### config.mk
export PLATFORM = sky130hd
export DESIGN_NAME = fdc_host_dma_interface
export DESIGN_NICKNAME = d
export VERILOG_FILES = /design/src/host_port_pkg.sv /design/src/fdc_host_dma_interface.sv
export SDC_FILE = /design/constraint.sdc
export NUM_CORES = 1
export LEC_CHECK = 0
export ABC_CLOCK_PERIOD_IN_PS = 1610
export BUFFER_PORTS_ARGS = -buffer_cell sky130_fd_sc_hd__buf_2
export CAP_MARGIN = 40
export CORE_ASPECT_RATIO = 0.5
export CORE_MARGIN = 1.5
export CORE_UTILIZATION = 45
export DETAILED_ROUTE_END_ITERATION = 7
export GPL_TIMING_DRIVEN = 0
export PLACE_DENSITY = 0.78
export SYNTH_ARGS = -nofsm -noshare
export SYNTH_HDL_FRONTEND = slang
export SYNTH_SLANG_ARGS = --single-unit
### constraint.sdc
create_clock -name clk -period 1.61 [get_ports clk]
set_clock_uncertainty 0.2 [all_clocks]
set_input_delay 0.322 -clock clk [delete_from_list [all_inputs] [get_ports clk]]
set_output_delay 0.322 -clock clk [all_outputs]
set_load 0.02 [all_outputs]
### src/host_port_pkg.sv
// Package for the floppy controller host port: constants and carrier structs.
// Assumes a single 25 MHz clock domain and synchronous active-low reset.
package host_port_pkg;

  // ************************************************
  // Register map
  // ************************************************
  localparam logic [2:0] ADDR_DATA_BUF  = 3'h5;
  localparam int         DATA_W         = 8;
  localparam logic [7:0] BUS_RESET_VAL  = 8'h00;

  // ************************************************
  // Timing
  // ************************************************
  localparam int CLK_MHZ          = 25;
  localparam int PRIMARY_CLK_MHZ  = 16;
  localparam int SYNC_STAGES      = 2;

  // Host strobes after synchronisation, all active high.
  typedef struct packed {
    logic       rd;
    logic       wr;
    logic       ack;
    logic       term;
  } strobe_t;

  // Write event toward the core.
  typedef struct packed {
    logic       valid;
    logic [2:0] addr;
    logic [7:0] data;
  } wr_evt_t;

  typedef enum logic [1:0] {
    ACC_IDLE  = 2'b00,
    ACC_READ  = 2'b01,
    ACC_WRITE = 2'b10
  } acc_state_t;

endpackage : host_port_pkg

### src/fdc_host_dma_interface.sv
// Host bus and DMA handshake port of a floppy disk controller.
// Assumes asynchronous host strobes; tri-state wires are resolved by the testbench.
// Operation
// - Drive read data only while chip select and read strobe both active.
// - On chip-selected write strobe, latch bus byte into addressed register.
// - Host uses chip select; strobes without chip select are ignored.
// - Eight-bit bidirectional data bus, three register select lines.
// - DMA request per byte; first mode tri-states it unless gate bit set.
// - Interrupt on command completion, and per byte in non-DMA operation.
// - Second mode interrupt active low open drain.
// - DMA acknowledge acts as chip select with address five.
// - First mode gates acknowledge with gate bit; second mode does not.
// - Terminal count accepted only with acknowledge (and gate in first mode).
// - Second mode terminal count is active low.
// - Internal timing derived from one clock; no non-standard rates.
// - Static mode select picks first or second application mode.
// - Reset idles the sequencer and makes all outputs inactive.
`timescale 1ns/1ps
module fdc_host_dma_interface #(
  parameter int SYNC_DEPTH = host_port_pkg::SYNC_STAGES
) (
  // Clock and reset
  input  wire logic        clk,
  input  wire logic        rst_n,
  // Host bus
  input  wire logic        cs_n,
  input  wire logic        rd_n,
  input  wire logic        wr_n,
  input  wire logic [2:0]  register_select,
  input  wire logic [7:0]  host_data_bus_in,
  output logic      [7:0]  host_data_bus_out,
  output logic             host_data_bus_oe,
  // DMA handshake
  output logic             dma_req_out,
  output logic             dma_req_oe,
  input  wire logic        dma_acknowledge_n,
  input  wire logic        terminal_count,
  // Interrupt pin
  output logic             irq_out,
  output logic             irq_oe,
  // Mode and core side
  input  wire logic        application_mode_select,
  input  wire logic        dma_gate_bit,
  input  wire logic        non_dma_mode,
  input  wire logic        core_xfer_req,
  input  wire logic        core_cmd_done,
  input  wire logic [7:0]  core_rd_data,
  output logic [2:0]       core_rd_addr,
  output host_port_pkg::wr_evt_t core_wr,
  output logic             core_rd_strobe,
  output logic             core_term_count
);

  // ************************************************
  // Input synchronisers
  // ************************************************
  // A single stage cannot keep a strobe edge from being seen twice.
  generate
    if (SYNC_DEPTH < 2) begin : g_bad_depth
      $error("SYNC_DEPTH below two is not supported");
    end
  endgenerate

  host_port_pkg::strobe_t raw_s;
  host_port_pkg::strobe_t sync_ff [SYNC_DEPTH];
  host_port_pkg::strobe_t nxt_sync [SYNC_DEPTH];
  host_port_pkg::strobe_t st;
  logic                   gate_int;
  logic                   ack_q;

  // Mode 1 is the later-desktop mode; gate forced true there.
  assign gate_int = application_mode_select | dma_gate_bit;
  assign ack_q    = ~dma_acknowledge_n & gate_int;

  always_comb begin
    raw_s.rd   = ~rd_n & (~cs_n | ack_q);
    raw_s.wr   = ~wr_n & (~cs_n | ack_q);
    raw_s.ack  = ack_q;
    raw_s.term = application_mode_select ? ~terminal_count : terminal_count;
  end

  genvar g;
  generate
    for (g = 0; g < SYNC_DEPTH; g++) begin : g_sync
      if (g == 0) begin : g_first
        assign nxt_sync[g] = raw_s;
      end else begin : g_rest
        assign nxt_sync[g] = sync_ff[g-1];
      end
      always_ff @(posedge clk) begin
        if (!rst_n) sync_ff[g] <= '0;
        else        sync_ff[g] <= nxt_sync[g];
      end
    end
  endgenerate

  assign st = sync_ff[SYNC_DEPTH-1];

  // ************************************************
  // Access sequencer
  // ************************************************
  host_port_pkg::acc_state_t state_ff, nxt_state;
  logic [7:0]              dout_ff, nxt_dout;
  logic                    oe_ff, nxt_oe;
  logic [2:0]              addr_ff, nxt_addr;
  host_port_pkg::wr_evt_t  wr_ff, nxt_wr;
  logic                    rds_ff, nxt_rds;
  logic                    term_ff, nxt_term;
  logic                    rd_act;

  // Address is only held by the pins during the strobe; acknowledge forces it.
  always_comb begin
    nxt_addr = raw_s.ack ? host_port_pkg::ADDR_DATA_BUF : register_select;
  end

  always_comb begin
    nxt_state = state_ff;
    nxt_dout  = dout_ff;
    nxt_wr    = '0;
    nxt_rds   = 1'b0;
    rd_act    = raw_s.rd & st.rd;
    unique case (state_ff)
      host_port_pkg::ACC_IDLE: begin
        if (st.rd) begin
          nxt_state = host_port_pkg::ACC_READ;
          nxt_rds   = 1'b1;
          nxt_dout  = core_rd_data;
        end else if (st.wr) begin
          nxt_state    = host_port_pkg::ACC_WRITE;
          nxt_wr.valid = 1'b1;
          nxt_wr.addr  = addr_ff;
          nxt_wr.data  = host_data_bus_in;
        end
      end
      host_port_pkg::ACC_READ: begin
        nxt_dout = core_rd_data;
        if (!st.rd) nxt_state = host_port_pkg::ACC_IDLE;
      end
      host_port_pkg::ACC_WRITE: begin
        if (!st.wr) nxt_state = host_port_pkg::ACC_IDLE;
      end
      default: nxt_state = host_port_pkg::ACC_IDLE;
    endcase
    // Drive only while the raw strobe still holds, so the bus is freed one cycle later.
    nxt_oe   = rd_act;
    nxt_term = st.term & st.ack;
  end

  always_ff @(posedge clk) begin
    if (!rst_n) begin
      state_ff <= host_port_pkg::ACC_IDLE;
      dout_ff  <= host_port_pkg::BUS_RESET_VAL;
      oe_ff    <= 1'b0;
      addr_ff  <= '0;
      wr_ff    <= '0;
      rds_ff   <= 1'b0;
      term_ff  <= 1'b0;
    end else begin
      state_ff <= nxt_state;
      dout_ff  <= nxt_dout;
      oe_ff    <= nxt_oe;
      addr_ff  <= nxt_addr;
      wr_ff    <= nxt_wr;
      rds_ff   <= nxt_rds;
      term_ff  <= nxt_term;
    end
  end

  // ************************************************
  // DMA request and interrupt pins
  // ************************************************
  logic req_ff, nxt_req, req_oe_ff, nxt_req_oe;
  logic irq_o_ff, nxt_irq_o, irq_oe_ff, nxt_irq_oe;
  logic irq_evt;

  always_comb begin
    irq_evt    = core_cmd_done | (non_dma_mode & core_xfer_req);
    nxt_req    = core_xfer_req & ~non_dma_mode & gate_int;
    nxt_req_oe = gate_int;
    if (application_mode_select) begin
      nxt_irq_o  = 1'b0;
      nxt_irq_oe = irq_evt;
    end else begin
      nxt_irq_o  = irq_evt;
      nxt_irq_oe = dma_gate_bit;
    end
  end

  always_ff @(posedge clk) begin
    if (!rst_n) begin
      req_ff    <= 1'b0;
      req_oe_ff <= 1'b0;
      irq_o_ff  <= 1'b0;
      irq_oe_ff <= 1'b0;
    end else begin
      req_ff    <= nxt_req;
      req_oe_ff <= nxt_req_oe;
      irq_o_ff  <= nxt_irq_o;
      irq_oe_ff <= nxt_irq_oe;
    end
  end

  assign host_data_bus_out = dout_ff;
  assign host_data_bus_oe  = oe_ff;
  assign dma_req_out       = req_ff;
  assign dma_req_oe        = req_oe_ff;
  assign irq_out           = irq_o_ff;
  assign irq_oe            = irq_oe_ff;
  assign core_rd_addr      = addr_ff;
  assign core_wr           = wr_ff;
  assign core_rd_strobe    = rds_ff;
  assign core_term_count   = term_ff;
endmodule : fdc_host_dma_interface

==> results of run 1 <==
==> synthesized netlist by cell type, types with 2 or more instances <==
| master | n | area share |
|---|---|---|
| o21ai_0 | 2 | 0.0076 |
| mux2i_1 | 8 | 0.061 |
| buf_4 | 3 | 0.017 |
| nor2_1 | 3 | 0.0086 |
| buf_2 | 2 | 0.0076 |
| and2_1 | 5 | 0.024 |
| nor3b_2 | 2 | 0.019 |
| nand2_1 | 18 | 0.051 |
| a21oi_1 | 2 | 0.0076 |
| nor3b_1 | 10 | 0.057 |
| and3_1 | 2 | 0.0095 |
| dfxtp_1 | 40 | 0.61 |
| a211oi_1 | 2 | 0.011 |
| inv_1 | 3 | 0.0086 |
==> how the worst max path moves through the flow <==
stage | to | slack, ns | depth (start not counted)
6_report | host_data_bus_out[1] | 0.29 | 1
5_1_grt | host_data_bus_out[1] | 0.24 | 1
4_1_cts | host_data_bus_out[4] | 0.28 | 1
3_5_place_dp | host_data_bus_oe | 0.28 | 4
3_3_place_gp | host_data_bus_oe | 0.29 | 4
2_1_floorplan | host_data_bus_oe | 0.46 | 2
==> cell families (layout without fill, tap and decap cells) <==
logic type | Yosys count | count (layout) | synth area share
compound gates | 11 | 11 | 0.0789
xor+xnor | 1 | 1 | 0.00666
buf+inv | 10 | 80 | 0.0447
flops | 40 | 40 | 0.608
mux | 8 | 8 | 0.0608
simple gates | 43 | 43 | 0.201
==> registers in the layout, indices dropped and copies added (netlist names) <==
signal / count
core_rd_strobe: 1
dma_req_out: 1
core_term_count: 1
core_rd_addr: 3
irq_out: 1
core_wr: 12
dma_req_oe: 1
host_data_bus_oe: 1
irq_oe: 1
state_ff: 2
sync_ff: 8
host_data_bus_out: 8
==> cell type report <==
class,instances,area [um^2],area share
timing repair buffer,62,320,0.179
buffer,6,43.8,0.0245
clock inverter,2,35.0,0.0196
tap,37,46.3,0.0259
inverter,4,15.0,0.00839
sequential,40,801,0.447
clock buffer,6,72.6,0.0405
multi-input combinational,63,457,0.255
==> power groups by stage <==
stage	sequential [uW]	combinational, uW	clock (uW)
global route	1040	202	858
detailed placement	1060	181	0
CTS	1040	186	803
floorplan	1090	70.8	0
finish	1040	184	784
global placement	1060	178	0
==> stage by stage <==
step                area (um^2)  hold WS [ns]   util  power, uW  worst slack, ns
finish                     1790        0.0217  0.667       2010            0.294
CTS                        1790        0.0132  0.667       2030            0.283
global route               1790        0.0113  0.667       2100            0.244
detailed placement         1660         0.225  0.620       1240            0.281
floorplan                  1320         0.186      -       1160            0.461
global placement           1660         0.215  0.620       1240            0.291
==> per-layer routing <==
layer  vias to the layer above  routed length [um]  track usage
li1                        513                   -            -
met1                       476                1140        0.197
met2                        37                1190        0.278
met3                         0                 190       0.0889
met4                         0                   0       0.0658
met5                         -                   0            0
==> results_dict.tcl, run 1 <==
set metrics [dict create \
    vias 1026 \
    fill_cells 220 \
    p_sw_frac 0.218 \
    crit_start "host_data_bus_out[1]" \
    clk_latency_ns 0.28 \
    r2r_end "host_data_bus_out[4]" \
    ys_seq_area_frac 0.608 \
    rows 13 \
    cts_tree "yes" \
    fin_cells 220 \
    drt-initial-drc-count 26 \
    mostFrequentLayoutCells "buf_2, dfxtp_1, nand2_1, nor3b_1, mux2i_1" \
    required_ns 1.09 \
    clk_pin_slew_ns 0.07 \
    grt_usage 0.170 \
    ys.flop_type "dfxtp_1" \
    power_switching_uw 437 \
    htreeDepth 2 \
    tns_ns 0 \
    slowest_delay_ns 0.34 \
    clock_sinks 40 \
    cts_setup_buffers 0 \
    drt_pass1_iterations 4 \
    crit_chain "buf_2" \
    cp-end-kind "primary output" \
    antenna_cells 0 \
    grt_pass1_vias 876 \
    cp-start-kind "flip-flop" \
    nNetsFinal 213 \
    cp_max_fo 2 \
    start_util 0.490 \
    hold_violations 0 \
    grt_pass1_wl_um 3840 \
    finalCritPeriodShare 0.817 \
    internal_power_uw 1570 \
    boundaryPins 61 \
    p_clk_frac 0.391 \
    r2r_setup_slack_ns 0.36 \
    seqPwrFrac 0.517 \
    routed_wl_um 2520 \
    async_flop_share 0 \
    overflow 0 \
    finalSetupViolCount 0 \
    synth_nets 144 \
    crit_buf_inv 1 \
    hold_path_startpoint "dma_acknowledge_n" \
    worstSetupPathType "reg2out" \
    via_per_inst 4.66 \
    syn_area_um2 1320 \
    syn_to_final_growth_pct 36.0 \
    die_y_um 41.2 \
    antenna_found_initial 0 \
    post_cts_resize_count 0 \
    vdd_drop_max_mv 0.471 \
    antenna_left 0 \
    avgSynthCellArea_um2 11.6 \
    min_path_cells 2 \
    synthDistinctLibCells 25 \
    max_freq_mhz 760 \
    critical_path.slowest_cell "dfxtp_1" \
    critPathArrivalTime_ns 0.79 \
    worstHoldEndpoint "sync_ff[0][1]" \
    min-delay-path-class "in2reg" \
    gp_congestion 0.713 \
    core_area_um2 2680 \
    ys_seq_elements 40 \
    final_common_cell "buf_2" \
    rsz0062_at_grt "false" \
    powerDensity_nw_per_um2 1120 \
    cts_root_buf "clkbuf_8" \
    crit_family "flip-flops" \
    comb_power_share 0.092 \
    synth-edff-count 0 \
    period_needed_ns 1.32 \
    tightest_slew_ns 0.255 \
    leakagePower_uw 0.000844 \
    reg2reg_from "sync_ff[1][3]" \
    relSlewSlack 0.830 \
    drc 0 \
    grt_max_degree 13 \
    numCtsBuffers 5 \
    cts_hold_buffers 2 \
    wire_per_inst_um 11.4 \
    drv_slew 0 \
    ff2ff_path_depth 3 \
    drv_cap 0 \
    ys_warn_count 0 \
    dp_hpwl_um 1820 \
    clock_tree.buffer_depth 2 \
    die_area_um2 3280 \
    status "finished clean" \
    portBuffers 60 \
    place_inst 210 \
    die_x_um 79.5 \
    layout-drive-gt1-share 0.443 \
    synthCells 113 \
]
No activity file was read; power rests on OpenSTA's default activity.
==> run 2: changes to the inputs <==
- ABC_CLOCK_PERIOD_IN_PS: 1610 -> 1320
- clock period: 1.61 -> 1.32 ns (I/O delays scaled with it)
==> run 2 against run 1 <==
Wire length is 2.5% higher. Non-clock buffer count is 4 higher. Final area is 2.2% higher. Power increased by 23%. Register-to-register slack got worse by 0.28 ns. Sequential share of layout area shrank 0.98 points. Via count up 0.88%. Die area unchanged. Critical endpoint unchanged. Largest cell class unchanged. Largest power group unchanged.
==> results_dict.tcl, run 2 (same netlist as run 1, synthesis figures left out) <==
set metrics [dict create \
    worstSetupPathType "reg2out" \
    antenna_left 0 \
    mostFrequentLayoutCells "buf_2, dfxtp_1, nand2_1, nor3b_1, mux2i_1" \
    critical_path.slowest_cell "dfxtp_1" \
    grt_max_degree 13 \
    crit_buf_inv 1 \
    cts_setup_buffers 0 \
    drv_slew 0 \
    drv_cap 0 \
    required_ns 0.86 \
    gp_congestion 0.713 \
    status "finished clean" \
    finalCritPeriodShare 0.954 \
    relSlewSlack 0.834 \
    grt_usage 0.172 \
    die_x_um 79.5 \
    period_needed_ns 1.26 \
    cp_max_fo 2 \
    dp_hpwl_um 1820 \
    slowest_delay_ns 0.34 \
    antenna_cells 0 \
    start_util 0.490 \
    grt_pass1_wl_um 3870 \
    cts_tree "yes" \
    preCtsSetupSlack_ns 0.0493 \
    fin_ws_ns 0.0611 \
    drt-initial-drc-count 22 \
    fill_cells 208 \
    placed_area_um2 1660 \
    syn_to_final_growth_pct 39.1 \
    hold_violations 0 \
    totalPowerFinal_uw 2460 \
    die_y_um 41.2 \
    grt_pass1_vias 874 \
    antenna_found_initial 0 \
    fin_area_um2 1830 \
    clock_tree.buffer_depth 2 \
    critPathArrivalTime_ns 0.79 \
    crit_family "flip-flops" \
    cts_root_buf "clkbuf_8" \
    wire_per_inst_um 11.5 \
    largest_reg_flops 12 \
    crit_chain "buf_2" \
    clk_pin_slew_ns 0.08 \
    overflow 0 \
    leakagePower_uw 0.000861 \
    nNetsFinal 217 \
    cts_hold_buffers 6 \
    cp-end-kind "primary output" \
    boundaryPins 61 \
    tns_ns 0 \
    layout-drive-gt1-share 0.433 \
    post_cts_resize_count 0 \
    vdd_drop_max_mv 0.573 \
    die_area_um2 3280 \
    worst_hold_slack_ns 0.0154 \
    drt_pass1_iterations 4 \
    vias 1035 \
    max_freq_mhz 794 \
    cp-start-kind "flip-flop" \
    finalSetupViolCount 0 \
    clock_sinks 40 \
    drc 0 \
    routed_wl_um 2580 \
    final_common_cell "buf_2" \
    min-delay-path-class "in2reg" \
    portBuffers 60 \
    tightest_slew_ns 0.249 \
    core_area_um2 2680 \
    via_per_inst 4.62 \
    rows 13 \
    clk_latency_ns 0.28 \
    numCtsBuffers 5 \
    powerDensity_nw_per_um2 1340 \
    htreeDepth 2 \
    rsz0062_at_grt "false" \
]
-- run 2: tightest hold or removal path: cells and delay by family --
kind                   cells  cell delay [ns]
muxes                      1             0.05
and+or+nand+nor            1             0.05
buffers and inverters      1             0.09
-- run 2: final cells by class --
| type | count | area (um^2) | share of cell area |
|---|---|---|---|
| sequential | 40 | 801 | 0.437 |
| inverter | 4 | 15.0 | 0.00820 |
| buffer | 6 | 43.8 | 0.0239 |
| tap | 37 | 46.3 | 0.0253 |
| multi-input combinational | 63 | 457 | 0.249 |
| clock inverter | 2 | 35.0 | 0.0191 |
| clock buffer | 6 | 72.6 | 0.0396 |
| timing repair buffer | 66 | 360 | 0.197 |
-- run 2: metal layers --
| metal | vias to the layer above | part of all wire | global-route usage | wire length [um] |
|---|---|---|---|---|
| li1 | 524 | - | - | - |
| met1 | 470 | 0.45 | 0.200 | 1160 |
| met2 | 41 | 0.47 | 0.280 | 1210 |
| met3 | 0 | 0.081 | 0.0889 | 210 |
| met4 | 0 | 0 | 0.0658 | 0 |
| met5 | - | 0 | 0 | 0 |
-- run 2: metrics by stage --
step                      cells  utilization
after floorplan             113            -
after global placement      210        0.620
after detailed placement    210        0.620
after CTS                   224        0.682
after global routing        224        0.682
final                       224        0.682
-- run 2: power breakdown --
part           total, uW  internal, uW  switching [uW]
clock                960           561             399
combinational        234           111             124
sequential          1270          1250            16.8
total               2460          1920             540
-- run 2: final timing paths --
check | from | endpoint | slack, ns | depth (start not counted)
worst max register to register | sync_ff[1][3] | host_data_bus_out[6] | 0.08 | 3
worst min-delay path | core_rd_data[7] | host_data_bus_out[7] | 0.02 | 3
worst min register to register | sync_ff[0][3] | sync_ff[1][3] | 0.24 | 1
worst max-delay path | host_data_bus_out[1] | host_data_bus_out[1] | 0.06 | 1
